`config.mk`:
```
export PLATFORM = sky130hd
export DESIGN_NAME = rtcirq_top
export DESIGN_NICKNAME = d
export VERILOG_FILES = /design/src/verilog/rtcirq_tap_sel.v /design/src/verilog/rtcirq_alarm_cmp.v /design/src/verilog/rtcirq_top.v
export VERILOG_INCLUDE_DIRS = /design/src /design/src/verilog
export SDC_FILE = /design/constraint.sdc
export NUM_CORES = 1
export LEC_CHECK = 0
export BUFFER_PORTS_ARGS = -buffer_cell sky130_fd_sc_hd__buf_2
export CAP_MARGIN = 30
export CORE_AREA = 5 5 159 161
export DETAILED_ROUTE_END_ITERATION = 8
export DIE_AREA = 0 0 164 166
export SLEW_MARGIN = 25
export SYNTH_ARGS = -nofsm -noshare
export SYNTH_HDL_FRONTEND = slang
export SYNTH_SLANG_ARGS = --single-unit
```
`constraint.sdc`:
```
create_clock -name clk -period 5.2 [get_ports clk]
set_clock_uncertainty 0.1 [all_clocks]
set_input_delay 0 -clock clk [delete_from_list [all_inputs] [get_ports clk]]
set_output_delay 0 -clock clk [all_outputs]
set_load 0.005 [all_outputs]
```
`src/verilog/rtcirq_defs.vh`:
```
// Constants for the RTC interrupt, rate and update control block
//
// Functional notes
// - Events set their flags regardless of enables
// - Enable bits 6,5,4 gate flags onto request
// - Already set flag asserts request when enabled
// - Flag read returns then clears all flags
// - Events during flag read held until after
// - Request low while any flag and enable
// - Summary flag mirrors request line state
// - One rate code feeds periodic and square wave
// - Rate table: none, 256, 128, 8192 halving
// - Square wave only while its enable set
// - Alarm compares hours, minutes, seconds each update
// - Alarm bytes C0 to FF match anything
// - Update flag each update; freeze blocks request
// - Code 010 runs, 11X holds chain reset
// - First update 500 ms after code 010
// - Counters advance; freeze holds visible copy
// - Update flag rises, transfer 244 us later
// - Flag low means 244 us until transfer
// - Update flag read only, freeze clears it
// - Rate bits read/write, kept through reset
// - Periodic flag set on selected tap edge
// - Update enable cleared by reset or freeze
`ifndef RTCIRQ_DEFS_VH
`define RTCIRQ_DEFS_VH
// Register index values
`define RTCIRQ_REG_RATE     2'h0
`define RTCIRQ_REG_CTRL     2'h1
`define RTCIRQ_REG_FLAG     2'h2
// Field positions
`define RTCIRQ_BIT_UPD_PEND 7
`define RTCIRQ_BIT_FREEZE   7
`define RTCIRQ_BIT_PIE      6
`define RTCIRQ_BIT_AIE      5
`define RTCIRQ_BIT_UIE      4
`define RTCIRQ_BIT_SQUARE_WAVE_ENABLE     3
`define RTCIRQ_BIT_IRQ_SUMMARY_FLAG     7
`define RTCIRQ_BIT_PF       6
`define RTCIRQ_BIT_AF       5
`define RTCIRQ_BIT_UF       4
// Reset and code values
`define RTCIRQ_RST_OSC      3'h0
`define RTCIRQ_RST_CTRL     8'h00
`define RTCIRQ_OSC_RUN      3'h2
`define RTCIRQ_DONT_CARE    2'h3
// Timing
`define RTCIRQ_CLK_MHZ      250
`define RTCIRQ_PRE_UPD_US   244
`define RTCIRQ_FIRST_UPD_MS 500
`define RTCIRQ_UPD_CYC_US   1
`define RTCIRQ_TB_HZ        32768
`endif

```
`src/verilog/rtcirq_tap_sel.v`:
```
// Divider tap selector for periodic rate and square wave
`timescale 1ns/10ps
module rtcirq_tap_sel (
  // Divider chain
  input  wire [14:0] div_cnt,
  // Rate selection
  input  wire [3:0]  rate_select,
  // Selected tap level
  output reg         tap_out
);
  // Map rate code to divider stage; 0000 gives constant low
  always @*
  begin
    tap_out = 1'b0;
    case (rate_select)
      4'h0: tap_out = 1'b0;
      4'h1: tap_out = div_cnt[6];
      4'h2: tap_out = div_cnt[7];
      default: tap_out = div_cnt[rate_select - 4'h2];
    endcase
  end
endmodule // rtcirq_tap_sel

```
`src/verilog/rtcirq_alarm_cmp.v`:
```
// Alarm byte comparison with don't care codes
`timescale 1ns/10ps
`include "rtcirq_defs.vh"
module rtcirq_alarm_cmp (
  // Time counters
  input  wire [23:0] time_hms,
  // Alarm bytes
  input  wire [23:0] alarm_hms,
  // Full match
  output wire        match
);
  wire [2:0] hit;
  genvar i;
  // Per byte compare, top two bits set means wildcard
  generate
    for (i = 0; i < 3; i = i + 1)
    begin : g_byte
      assign hit[i] = (alarm_hms[8*i+7:8*i+6] == `RTCIRQ_DONT_CARE) ||
                      (alarm_hms[8*i+7:8*i] == time_hms[8*i+7:8*i]);
    end
  endgenerate
  assign match = &hit;
endmodule // rtcirq_alarm_cmp

```
`src/verilog/rtcirq_top.v`:
```
// Interrupt, rate select, oscillator and update status control
`timescale 1ns/10ps
`include "rtcirq_defs.vh"
module rtcirq_top #(
  parameter integer PRE_UPD_CYC   = `RTCIRQ_PRE_UPD_US * `RTCIRQ_CLK_MHZ,
  parameter integer FIRST_UPD_CYC = `RTCIRQ_FIRST_UPD_MS * 1000 *
                                    `RTCIRQ_CLK_MHZ,
  parameter integer UPD_CYC       = `RTCIRQ_UPD_CYC_US * `RTCIRQ_CLK_MHZ,
  parameter integer TB_DIV        = (`RTCIRQ_CLK_MHZ * 1000000) /
                                    `RTCIRQ_TB_HZ,
  parameter integer SEC_TICKS     = `RTCIRQ_TB_HZ
) (
  // Clock and reset
  input  wire        clk,
  input  wire        resetn,
  // Register port
  input  wire        reg_sel,
  input  wire [1:0]  reg_addr,
  input  wire        reg_wr,
  input  wire        reg_rd,
  input  wire [7:0]  reg_wdata,
  output reg  [7:0]  reg_rdata,
  // Time and alarm bytes
  input  wire [23:0] time_hms,
  input  wire [23:0] alarm_hms,
  // Timing strobes to the calendar
  output reg         count_advance,
  output reg         update_transfer,
  output wire        time_freeze,
  output wire        osc_on,
  // Pins
  output wire        irq_n,
  output reg         square_wave_out
);
  localparam [31:0] PRE_W   = PRE_UPD_CYC;
  localparam [31:0] FIRST_W = FIRST_UPD_CYC;
  localparam [31:0] UPD_W   = UPD_CYC;
  localparam [31:0] TBD_W   = TB_DIV;
  localparam [31:0] SEC_W   = SEC_TICKS;
  // One-hot update states
  localparam [3:0] S_IDLE = 4'h1;
  localparam [3:0] S_PEND = 4'h2;
  localparam [3:0] S_UPD  = 4'h4;
  localparam [3:0] S_WAIT = 4'h8;

  reg  [2:0]  osc_r;
  reg  [3:0]  rate_r;
  reg  [7:0]  ctrl_r;
  reg  [2:0]  flag_r;
  reg  [2:0]  held_r;
  reg         rd_active_r;
  reg  [31:0] tb_cnt_r;
  reg  [14:0] div_r;
  reg         tap_d_r;
  reg  [31:0] sec_cnt_r;
  reg  [31:0] dly_r;
  reg  [3:0]  st_r;
  reg         pend_r;
  reg         running_r;
  wire        tap;
  wire        alarm_hit;
  wire        irq_act;
  wire        flag_rd;
  wire        chain_run;
  wire        tb_tick;
  wire        tap_edge;
  wire        sec_evt;
  wire [2:0]  evt;
  reg         upd_end;
  reg         alarm_evt;
  wire        freeze_wr;

  // Rate tap selection
  rtcirq_tap_sel u_tap (
    .div_cnt     (div_r),
    .rate_select (rate_r),
    .tap_out     (tap)
  );

  // Alarm comparator
  rtcirq_alarm_cmp u_alarm (
    .time_hms  (time_hms),
    .alarm_hms (alarm_hms),
    .match     (alarm_hit)
  );

  assign flag_rd   = reg_sel && reg_rd && (reg_addr == `RTCIRQ_REG_FLAG);
  assign freeze_wr = reg_sel && reg_wr && (reg_addr == `RTCIRQ_REG_CTRL) &&
                     reg_wdata[`RTCIRQ_BIT_FREEZE];
  assign time_freeze = ctrl_r[`RTCIRQ_BIT_FREEZE];
  assign osc_on    = (osc_r == `RTCIRQ_OSC_RUN) || (osc_r[2:1] == 2'h3);
  assign chain_run = (osc_r == `RTCIRQ_OSC_RUN);

  // Rate and oscillator register; rate bits have no reset
  always @(posedge clk)
  begin
    if (reg_sel && reg_wr && (reg_addr == `RTCIRQ_REG_RATE))
      rate_r <= reg_wdata[3:0];
  end

  // Oscillator code, cleared to off at reset
  always @(posedge clk or negedge resetn)
  begin
    if (!resetn)
      osc_r <= `RTCIRQ_RST_OSC;
    else if (reg_sel && reg_wr && (reg_addr == `RTCIRQ_REG_RATE))
      osc_r <= reg_wdata[6:4];
  end

  // Control register; freeze going high drops update enable
  always @(posedge clk or negedge resetn)
  begin
    if (!resetn)
      ctrl_r <= `RTCIRQ_RST_CTRL;
    else if (reg_sel && reg_wr && (reg_addr == `RTCIRQ_REG_CTRL))
    begin
      ctrl_r <= reg_wdata;
      if (reg_wdata[`RTCIRQ_BIT_FREEZE] && !ctrl_r[`RTCIRQ_BIT_FREEZE])
        ctrl_r[`RTCIRQ_BIT_UIE] <= 1'b0;
    end
  end

  // Time base tick from system clock
  assign tb_tick = osc_on && (tb_cnt_r == TBD_W - 32'h1);
  always @(posedge clk or negedge resetn)
  begin
    if (!resetn)
      tb_cnt_r <= 32'h0;
    else if (!osc_on || tb_tick)
      tb_cnt_r <= 32'h0;
    else
      tb_cnt_r <= tb_cnt_r + 32'h1;
  end

  // Countdown chain, held in reset unless code 010
  always @(posedge clk or negedge resetn)
  begin
    if (!resetn)
      div_r <= 15'h0;
    else if (!chain_run)
      div_r <= 15'h0;
    else if (tb_tick)
      div_r <= div_r + 15'h1;
  end

  // Tap edge detect for the periodic flag
  always @(posedge clk or negedge resetn)
  begin
    if (!resetn)
      tap_d_r <= 1'b0;
    else
      tap_d_r <= tap;
  end
  assign tap_edge = tap && !tap_d_r && (rate_r != 4'h0);

  // Square wave pin gated by its enable
  always @(posedge clk or negedge resetn)
  begin
    if (!resetn)
      square_wave_out <= 1'b0;
    else
      square_wave_out <= tap && ctrl_r[`RTCIRQ_BIT_SQUARE_WAVE_ENABLE];
  end

  // Seconds counter; first second lasts 500 ms after start
  assign sec_evt = chain_run && tb_tick && (sec_cnt_r == SEC_W - 32'h1);
  always @(posedge clk or negedge resetn)
  begin
    if (!resetn)
    begin
      sec_cnt_r <= 32'h0;
      running_r <= 1'b0;
    end
    else if (!chain_run)
    begin
      sec_cnt_r <= SEC_W >> 1;
      running_r <= 1'b0;
    end
    else
    begin
      running_r <= 1'b1;
      if (tb_tick)
        sec_cnt_r <= sec_evt ? 32'h0 : sec_cnt_r + 32'h1;
    end
  end

  // Update sequencer: pending flag, transfer after delay, end
  always @(posedge clk or negedge resetn)
  begin
    if (!resetn)
    begin
      st_r            <= S_IDLE;
      dly_r           <= 32'h0;
      count_advance   <= 1'b0;
      update_transfer <= 1'b0;
      upd_end         <= 1'b0;
      alarm_evt       <= 1'b0;
    end
    else
    begin
      count_advance   <= 1'b0;
      update_transfer <= 1'b0;
      upd_end         <= 1'b0;
      alarm_evt       <= 1'b0;
      case (st_r)
        S_IDLE:
        begin
          if (sec_evt && running_r)
          begin
            st_r  <= S_PEND;
            dly_r <= 32'h0;
          end
        end
        S_PEND:
        begin
          if (dly_r == PRE_W - 32'h1)
          begin
            st_r            <= S_UPD;
            dly_r           <= 32'h0;
            count_advance   <= 1'b1;
            update_transfer <= !time_freeze;
          end
          else
            dly_r <= dly_r + 32'h1;
        end
        S_UPD:
        begin
          if (dly_r == UPD_W - 32'h1)
          begin
            st_r      <= S_WAIT;
            upd_end   <= 1'b1;
            alarm_evt <= alarm_hit;
          end
          else
            dly_r <= dly_r + 32'h1;
        end
        S_WAIT:
          st_r <= S_IDLE;
        default:
          st_r <= S_IDLE;
      endcase
    end
  end

  // Visible pending flag; freeze write clears it, no reset
  always @(posedge clk)
  begin
    if (freeze_wr || time_freeze)
      pend_r <= 1'b0;
    else
      pend_r <= (st_r == S_PEND) || (st_r == S_UPD);
  end

  // Events: periodic, alarm, update ended
  assign evt = {tap_edge, alarm_evt, upd_end};

  // Read active marks every cycle of a read after its first
  always @(posedge clk or negedge resetn)
  begin
    if (!resetn)
      rd_active_r <= 1'b0;
    else
      rd_active_r <= reg_sel && reg_rd;
  end

  // Flags with double latch; events during read are held
  always @(posedge clk or negedge resetn)
  begin
    if (!resetn)
    begin
      flag_r <= 3'h0;
      held_r <= 3'h0;
    end
    else if (flag_rd)
    begin
      held_r <= held_r | evt;
      if (!rd_active_r)
        flag_r <= 3'h0;
    end
    else
    begin
      flag_r <= flag_r | held_r | evt;
      held_r <= 3'h0;
    end
  end

  // Request: any flag with its enable; freeze masks update source
  assign irq_act = (flag_r[2] && ctrl_r[`RTCIRQ_BIT_PIE]) ||
                   (flag_r[1] && ctrl_r[`RTCIRQ_BIT_AIE]) ||
                   (flag_r[0] && ctrl_r[`RTCIRQ_BIT_UIE] &&
                    !time_freeze);
  assign irq_n = !irq_act;

  // Read data, sampled at the start of a read and held
  always @(posedge clk or negedge resetn)
  begin
    if (!resetn)
      reg_rdata <= 8'h00;
    else if (reg_sel && reg_rd && !rd_active_r)
    begin
      if (reg_addr == `RTCIRQ_REG_RATE)
        reg_rdata <= {pend_r, osc_r, rate_r};
      else if (reg_addr == `RTCIRQ_REG_CTRL)
        reg_rdata <= ctrl_r;
      else if (reg_addr == `RTCIRQ_REG_FLAG)
        reg_rdata <= {irq_act, flag_r, 4'h0};
      else
        reg_rdata <= 8'h00;
    end
  end
endmodule // rtcirq_top

```
After elaboration in Yosys (flattened, before gate mapping)
Cells that the tools add are included.
- $add $sub $neg: 5
- multipliers: 0
- div/mod/pow operators: 0
- magnitude comparators: 1
- equal/unequal tests: 25
- shift-type cells: 0
- multiplexer cells: 33
- bitwise gates (word level): 3
- reductions and logical operators: 40
- operators with widths (operator ; number):
    $mux W32 ; 7
    $add A32 B1 Y32 const B ; 3
    $pmux W32 S3 ; 1
    $eq A32 B13 Y1 const B ; 1
    $eq A32 B15 Y1 const B ; 1
    $eq A32 B16 Y1 const B ; 1
    $eq A32 B8 Y1 const B ; 1
    $mux W15 ; 2
    $eq A8 B8 Y1 ; 3
    $mux W8 ; 3
    $logic_and A1 B1 Y1 ; 19
    $add A15 B1 Y15 const B ; 1
    $mux W4 ; 3
    $pmux W4 S3 ; 1
    $mux W1 ; 11
    $eq A2 B2 Y1 const B ; 5
    $ne A2 B2 Y1 const B ; 5
    $logic_or A1 B1 Y1 ; 9
    $mux W3 ; 3
    $or A3 B3 Y3 ; 3
    $reduce_and A3 Y1 ; 3
    $eq A4 B1 Y1 const B ; 2
    $eq A4 B2 Y1 const B ; 2
    $logic_not A1 Y1 ; 5
    12 further kinds ; 12
- bits in registers: 153
- bits in latches: 0
- bits in writable memories: 0
- bits in read-only memories: 0
- output and inout bits: 14
- word-level logic and storage cells: 127
- memories: 0

Depth between registers and ports, before layout
Gate-level depths: netlist of run 1.
- depth in word-level cells: 8
- mapped depth: 9
- gate-level depth less buffers: 8

Cells and area by module
From an unflattened synthesis of run 1, not the netlist that was laid out.
- cells, all modules: 907
- area, all modules: 8468.1 sq um
- modules (own cells, without submodules) (module ; instances ; cells each ; area each (sq um) ; sequential area each (sq um)):
    rtcirq_top ; 1 ; 847 ; 7945.1 ; 3844.9
    rtcirq_alarm_cmp ; 1 ; 34 ; 280.3 ; 0.0
    rtcirq_tap_sel ; 1 ; 26 ; 242.7 ; 0.0

Worst setup path before layout of run 1
OpenSTA, ideal clock, no wires.
- kind: register to register
- start point: reg sec_cnt_r[0]
- end point: reg dly_r[17]
- data arrival time: 2284 ps
- path slack: 2690 ps
- stages on the path, launching flop included: 10
- path buffers: 2
- clock period less this slack: 2510 ps
- path through: dfrtp_1 -> ha_1 -> nand3_1 -> or3_1 -> buf_2 -> nor4_4 -> nand4_2 -> and2_1 -> buf_6 -> a221o_1
- cells in the longest elaborated chain, start to end: 5
- RTL lines (item ; RTL line ; source):
    from (decl) ; rtcirq_top.v:55 ; reg [31:0] sec_cnt_r;
    from (signal assigned) ; rtcirq_top.v:176 ; sec_cnt_r <= SEC_W >> 1;
    from (signal assigned) ; rtcirq_top.v:183 ; sec_cnt_r <= sec_evt ? 32'h0 : sec_cnt_r + 32'h1;
    $eq A32 B15 Y1 ; rtcirq_top.v:166 ; assign sec_evt = chain_run && tb_tick && (sec_cnt_r == SEC_W - 32'h1);
    $logic_and A1 B1 Y1 ; rtcirq_top.v:166 ;
    $logic_and A1 B1 Y1 ; rtcirq_top.v:208 ; if (sec_evt && running_r)
    $ne A2 B2 Y1 (no source line) ; - ;
    $reduce_and A3 Y1 (no source line) ; - ;
    to (signal assigned) ; rtcirq_top.v:224 ; dly_r <= dly_r + 32'h1;
    to (signal assigned) ; rtcirq_top.v:235 ; dly_r <= dly_r + 32'h1;
    to (decl) ; rtcirq_top.v:56 ; reg [31:0] dly_r;
Every way passes these cells.
A chain may end at the register's enable or synchronous reset.

Worst setup path after layout of run 1
- start point: reg dly_r[19]
- end point: reg dly_r[28]
- cells in the longest elaborated chain, start to end: 3
- RTL lines (item ; RTL line ; source):
    $add A32 B1 Y32, or another cell as far along ; rtcirq_top.v:224, rtcirq_top.v:235 ;
    $mux W32, or another cell as far along ; rtcirq_top.v:228 ; if (dly_r == UPD_W - 32'h1)
    $pmux W32 S3 / $reduce_and A3 Y1 (equally long branches) ; - ;
Parallel ways exist; a longest one is shown, timed or not. The select of a mux whose other input is x is not followed.

==> results of run 1 <==
[kinds of logic after synthesis]
kind of cell    after synthesis  share of synthesized area
simple gates                425                     0.2690
flops                       153                     0.4598
buf+inv                      63                    0.03097
xor+xnor                     72                    0.07540
compound gates              157                     0.1146
mux                          27                    0.03830
fa+ha+maj                     8                    0.01197
[routing by layer]
layer | share of wire | track usage
met1 | 0.48 | 0.2029
met2 | 0.47 | 0.2369
met4 | 0.012 | 0.04158
met5 | 0 | 0
met3 | 0.044 | 0.03028
[metrics by stage]
stage,utilization,worst slack [ps],hold WS (ps),cells
after floorplan,-,2690,-395.6,905
after global placement,0.3802,2200,96.00,1274
after detailed placement,0.3812,2075,90.74,1275
after CTS,0.4134,2055,27.34,1324
after global routing,0.4138,1845,39.93,1325
final,0.4138,2069,40.21,1325
[power groups by stage]
stage	clock network, mW	registers [mW]	logic, mW
after floorplan	0	1.28	0.146
after global placement	0	1.29	0.258
after detailed placement	0	1.29	0.268
after CTS	1.29	1.27	0.280
after global routing	1.34	1.27	0.311
final	1.26	1.27	0.272
[path summary, 6_finish.rpt]
check,end,startpoint,cells past startpoint,slack (ps)
max in group asynchronous,reg_rdata[6],resetn,3,3820
max,dly_r[28],dly_r[19],6,2070
min,osc_r[2],reg_wr,5,40
min reg2reg,reg_rdata[4],reg_rdata[4],2,370
max reg2reg,dly_r[28],dly_r[19],6,2070
min in group asynchronous,tb_cnt_r[10],resetn,2,110
[registers in the layout, summed over array words and instances, names as in the netlist, 3 cells and up]
| register | cells |
|---|---|
| rate_r | 4 |
| ctrl_r | 8 |
| div_r | 15 |
| flag_r | 3 |
| reg_rdata | 8 |
| held_r | 3 |
| tb_cnt_r | 32 |
| osc_r | 3 |
| dly_r | 32 |
| sec_cnt_r | 32 |
| st_r | 4 |
[worst min-delay path: cells and delay by family]
family / cells / cell delay (ps)
AOI/OAI and AO/OA: 1 / 70
and+or+nand+nor: 2 / 190
buffers and inverters: 2 / 270
[layout make-up]
cell class,count,share of cell area
timing repair buffer,102,0.06411
inverter,25,0.009521
clock buffer,18,0.04570
clock inverter,14,0.01498
tap,324,0.04113
sequential,153,0.3901
multi-input combinational,689,0.4344
[layout by cell type (no fill, tap or decap), types with 5 or more instances in the layout]
cell | synthesis | final
sky130_fd_sc_hd__dfrtp_1 | 147 | 147
sky130_fd_sc_hd__nor2_1 | 97 | 97
sky130_fd_sc_hd__nand2_1 | 77 | 77
sky130_fd_sc_hd__buf_2 | 6 | 75
sky130_fd_sc_hd__nand3_1 | 56 | 56
sky130_fd_sc_hd__xor2_1 | 49 | 49
sky130_fd_sc_hd__a21oi_1 | 46 | 45
sky130_fd_sc_hd__nor4_1 | 41 | 41
sky130_fd_sc_hd__o21ai_0 | 35 | 35
sky130_fd_sc_hd__a31oi_1 | 30 | 30
sky130_fd_sc_hd__nand4_1 | 30 | 30
sky130_fd_sc_hd__inv_1 | 25 | 25
sky130_fd_sc_hd__xnor2_1 | 23 | 23
sky130_fd_sc_hd__and3_1 | 23 | 23
sky130_fd_sc_hd__nor3_1 | 22 | 21
sky130_fd_sc_hd__clkbuf_16 | 0 | 18
sky130_fd_sc_hd__dlygate4sd3_1 | 0 | 17
sky130_fd_sc_hd__mux2i_1 | 14 | 14
sky130_fd_sc_hd__a21o_1 | 13 | 13
sky130_fd_sc_hd__nand2b_1 | 12 | 12
sky130_fd_sc_hd__mux2_2 | 10 | 10
sky130_fd_sc_hd__and2_1 | 9 | 9
sky130_fd_sc_hd__nor3b_1 | 8 | 8
sky130_fd_sc_hd__or3_1 | 8 | 8
sky130_fd_sc_hd__ha_1 | 8 | 8
sky130_fd_sc_hd__inv_6 | 0 | 7
sky130_fd_sc_hd__buf_4 | 0 | 7
sky130_fd_sc_hd__and4_1 | 6 | 6
sky130_fd_sc_hd__or2_2 | 6 | 6
sky130_fd_sc_hd__o31ai_1 | 6 | 6
sky130_fd_sc_hd__nor2b_1 | 5 | 5
sky130_fd_sc_hd__nor4b_1 | 5 | 5
sky130_fd_sc_hd__a41oi_1 | 5 | 5
==> out/summary.json, run 1 <==
{
  "cp_cell_sequence": "nor4_1, nand4_1, nor4_1, o21a_1, nand2_1, a31oi_1",
  "highest_clock_rate_ghz": 0.3194,
  "power_report.internal_total_mw": 2.055,
  "ant_nets": 0,
  "cell_area_after_synthesis_um2": 8363,
  "die_h_um": 166,
  "report.final.setup_viol": 0,
  "timing.critical_path.from_type": "flip-flop",
  "seq_power_share": 0.453,
  "synth-async-reset-ratio": 0.9673,
  "cts-buffers-inserted": 17,
  "crit_top_cell": "sky130_fd_sc_hd__nor4_1",
  "drcViolationCount": 0,
  "layout_cells_sized_above_1": 0.1499,
  "cts.path.max_buffers": 2,
  "synth-edff-count": 4,
  "setup.worst_path.end_class": "flip-flop",
  "h-tree-depth": 4,
  "rel_slew_slack": 0.4140,
  "setup.worst_path.class": "flip-flop to flip-flop",
  "io_pins": 77,
  "crit_family": "simple AND/OR/NAND/NOR gates",
  "grt_max_degree": 102,
  "final_wirelength_um": 19420,
  "areaGrowthSynthToFinish_pct": 17.85,
  "grtUsageTotal": 0.1477,
  "route.detailed.vias_per_inst": 5.234,
  "power_per_cell_area_nw_per_um2": 283.8,
  "post-cts-setup-buffer-count": 0,
  "maxCapViolCount": 0,
  "power_frac_clock": 0.450,
  "worst-endpoint-arrival_ps": 3370,
  "run_status": "finished clean",
  "area_used_by_multi_input_combinational_logic_um2": 4282,
  "min_period_over_period": 0.6021,
  "cts_hold_buffers": 17,
  "die_width_um": 164,
  "yosysUniqueCellTypes": 61,
  "dr_total_vias": 6935,
  "ys_warn_count": 0,
  "cts_resized": 0,
  "slew_viol_final": 0,
  "initial_core_util": 0.3511,
  "sequential_cell_area_um2": 3845,
  "comb_power_share": 0.097,
  "sequential_element_share_of_the_synthesized_area": 0.4598,
  "critical_path.max_fanout": 23,
  "gp_routability_congestion": 0.7838,
  "num-fill-cells": 2368,
  "drt_iter0_markers": 595,
  "report.final.hold_viol_count": 0,
  "totalPowerFinal_mw": 2.797,
  "antenna_cells_inserted": 0,
  "synth_largest_area_cell": "sky130_fd_sc_hd__dfrtp_1",
  "syn-num-nets": 976,
  "cpPeakStageDelay_ps": 670,
  "nNetsFinal": 1059,
  "std_cell_rows": 57,
  "power_switching_share": 0.2651,
  "rsz0062_at_grt": "no",
  "tritoncts": "yes",
  "hold_class": "primary input to flip-flop",
  "yosys.area.top_type_share": 0.4399,
  "wl_per_cell_um": 14.65,
  "clock_insertion_delay_at_the_later_pin_of_the_skew_report_ps": 430,
  "placed_area_um2": 9080,
  "cts.sink_count": 153,
  "crit_path_top_delay_cell": "sky130_fd_sc_hd__nor4_1",
  "design.die.area_um2": 27220,
  "grt_pass1_vias": 6858,
  "floorplan.core_area_um2": 23820,
  "fin_tns_setup_ps": 0,
  "yosys.cell_count.top_type": "sky130_fd_sc_hd__dfrtp_1",
  "worst_slew_pin_slew_ps": 876.9,
  "dp_hpwl_um": 13280,
  "grt_pass1_wl_um": 33530,
  "crit_required_ps": 5440,
  "port-buffer-count": 76,
  "ir_worst_vdd_v": 0.0001511,
  "globalRouteOverflowTotal": 0,
  "first_pass_iters": 5,
  "synth.cells.most_frequent": "sky130_fd_sc_hd__dfrtp_1, sky130_fd_sc_hd__nor2_1, sky130_fd_sc_hd__nand2_1",
  "ys_seq_elements": 153,
  "ys_top_cells_by_area": "sky130_fd_sc_hd__dfrtp_1, sky130_fd_sc_hd__xor2_1, sky130_fd_sc_hd__nor2_1",
  "antenna_found_initial": 1,
  "synthesis.instances": 905,
  "synth_area_per_cell_um2": 9.241,
  "clockRootBuffer": "sky130_fd_sc_hd__clkbuf_16",
  "p_leak_nw": 4.152,
  "worst_setup_hold_path_clk_slew_ps": 70,
  "ys.flop_type": "sky130_fd_sc_hd__dfrtp_1",
  "finish.instance_area_um2": 9856,
  "critical_path_buf_inv_count": 0,
  "power_switching_mw": 0.7414,
  "finalCriticalPeriod_ps": 3131
}
No activity file was read; power rests on OpenSTA's default activity.
==> run 2: changes to the inputs <==
==> constraint.sdc (replaced) <==
create_clock -name clk -period 2.7 [get_ports clk]
set_clock_uncertainty 0.1 [all_clocks]
set_input_delay 0 -clock clk [delete_from_list [all_inputs] [get_ports clk]]
set_output_delay 0 -clock clk [all_outputs]
set_load 0.005 [all_outputs]
==> out/summary.json, run 2 (same netlist as run 1, synthesis figures left out) <==
{
  "run_status": "finished with violations",
  "violations": "hold timing",
  "design.die.area_um2": 27220,
  "grtUsageTotal": 0.1534,
  "min_period_over_period": 0.9578,
  "die_width_um": 164,
  "setup.worst_path.end_class": "flip-flop",
  "critical_path_buf_inv_count": 1,
  "grt_pass1_wl_um": 34640,
  "grt_max_degree": 82,
  "highest_clock_rate_ghz": 0.3867,
  "port-buffer-count": 76,
  "worst_setup_hold_path_clk_slew_ps": 70,
  "placed_area_um2": 9438,
  "rel_slew_slack": 0.4928,
  "p_leak_nw": 4.369,
  "ir_worst_vdd_v": 0.0003539,
  "critical_path.max_fanout": 13,
  "report.final.hold_viol_count": 1,
  "dr_total_vias": 7254,
  "crit_required_ps": 2910,
  "first_pass_iters": 5,
  "finish.instance_area_um2": 10230,
  "io_pins": 77,
  "areaGrowthSynthToFinish_pct": 22.28,
  "final_wirelength_um": 20610,
  "globalRouteOverflowTotal": 0,
  "setup.worst_path.class": "flip-flop to flip-flop",
  "ant_nets": 0,
  "reg_top3": "dly_r (32), sec_cnt_r (32), tb_cnt_r (32)",
  "pre_cts_ws_ps": -32.76,
  "grt_pass1_vias": 7123,
  "cts.path.max_buffers": 2,
  "num-fill-cells": 2354,
  "die_h_um": 166,
  "clock_insertion_delay_at_the_later_pin_of_the_skew_report_ps": 430,
  "wl_per_cell_um": 14.98,
  "finalCriticalPeriod_ps": 2586,
  "drt_iter0_markers": 436,
  "crit_family": "simple AND/OR/NAND/NOR gates",
  "floorplan.core_area_um2": 23820,
  "nNetsFinal": 1110,
  "h-tree-depth": 4,
  "hold-worst-slack_ps": -19.49,
  "antenna_cells_inserted": 0,
  "report.final.setup_viol": 0,
  "cpPeakStageDelay_ps": 440,
  "maxCapViolCount": 0,
  "gp_routability_congestion": 0.8137,
  "slew_viol_final": 0,
  "timing.critical_path.from_type": "flip-flop",
  "dp_hpwl_um": 14160,
  "antenna_found_initial": 0,
  "worst-endpoint-arrival_ps": 2800,
  "cp_cell_sequence": "nor4_1, nand4_1, buf_4, nor3_2, o22ai_2, a31oi_1, a31oi_1",
  "crit_path_top_delay_cell": "sky130_fd_sc_hd__dfrtp_1",
  "hold_class": "primary input to flip-flop",
  "initial_core_util": 0.3511,
  "setup_slack_ps": 113.8,
  "most_common_cell_after_layout_fill_and_taps_aside": "sky130_fd_sc_hd__dfrtp_1",
  "clockRootBuffer": "sky130_fd_sc_hd__clkbuf_16",
  "route.detailed.vias_per_inst": 5.272,
  "layout.cells.most_common_list": "sky130_fd_sc_hd__dfrtp_1, sky130_fd_sc_hd__nor2_1, sky130_fd_sc_hd__nand2_1",
  "layout_cells_sized_above_1": 0.1920,
  "std_cell_rows": 57,
  "tritoncts": "yes",
  "power_per_cell_area_nw_per_um2": 510.6,
  "drcViolationCount": 0,
  "cts-buffers-inserted": 17,
  "crit_top_cell": "sky130_fd_sc_hd__a31oi_1",
  "worst_slew_pin_slew_ps": 760.8,
  "cts.sink_count": 153
}
==> run 2: changes by cell type in the layout (fill, tap and decap cells not counted), sizes merged <==
| cell | change |
|---|---|
| inv | -4 |
| dlygate4sd3 | +1 |
| buf | +50 |
| bufinv | -1 |
| clkbuf | -1 |
| or3 | +1 |
| clkinv | +1 |
| clkinvlp | +3 |
| o22ai | +1 |
==> run 2: what timing repair did <==
action	in CTS	in global routing
cloned	0	2
gates resized for setup	1	5
buffers inserted	0	2
hold endpoints to repair	103	0
endpoints found under the setup margin	7	30
hold buffers	18	0
pin swaps	0	3
==> run 2: worst reg2reg max path, delay by kind of cell (launching register included) <==
family / cells / cell delay, ps
AND/OR/NAND/NOR: 3 / 1050
AO/OA/AOI/OAI: 3 / 670
flip-flops: 1 / 440
buffers and inverters: 1 / 210
==> run 2: final timing paths <==
| check | from | to | slack, ps | cells past startpoint |
|---|---|---|---|---|
| max | dly_r[24] | dly_r[5] | 110 | 7 |
| min | alarm_hms[15] | alarm_evt | -20 | 3 |
| max reg2reg | dly_r[24] | dly_r[5] | 110 | 7 |
| min reg2reg | reg_rdata[6] | reg_rdata[6] | 380 | 2 |
| max in group asynchronous | resetn | dly_r[6] | 1440 | 3 |
| min in group asynchronous | resetn | div_r[8] | 100 | 2 |
==> run 2: area by class of cell <==
class / instances / area, um^2 / share of cell area
timing repair buffer: 151 / 1007 / 0.09850
clock inverter: 13 / 113.9 / 0.01113
tap: 324 / 405.4 / 0.03964
sequential: 153 / 3846 / 0.3761
inverter: 25 / 93.84 / 0.009177
multi-input combinational: 691 / 4327 / 0.4231
clock buffer: 19 / 432.9 / 0.04233
==> run 2: layer usage <==
metal / share of wire / GRT usage / vias up / wire length, um
li1: - / - / 3557 / -
met1: 0.47 / 0.2116 / 3529 / 9659
met2: 0.48 / 0.2463 / 146 / 9883
met3: 0.039 / 0.02755 / 22 / 799
met4: 0.013 / 0.04632 / 0 / 271
met5: 0 / 0 / - / 0
==> run 2: stage by stage <==
stage                     TNS, ps    util  power [mW]  instances
after floorplan                 0       -       2.749        905
after global placement          0  0.3959       3.008       1322
after detailed placement   -133.3  0.3962       3.020       1322
after CTS                       0  0.4270       5.287       1372
after global routing       -19.58  0.4293       5.462       1376
final                           0  0.4293       5.221       1376
==> run 2: where the power goes <==
part	switching, mW	internal (mW)
logic	0.318	0.236
clock network	1.03	1.20
registers	0.0609	2.38
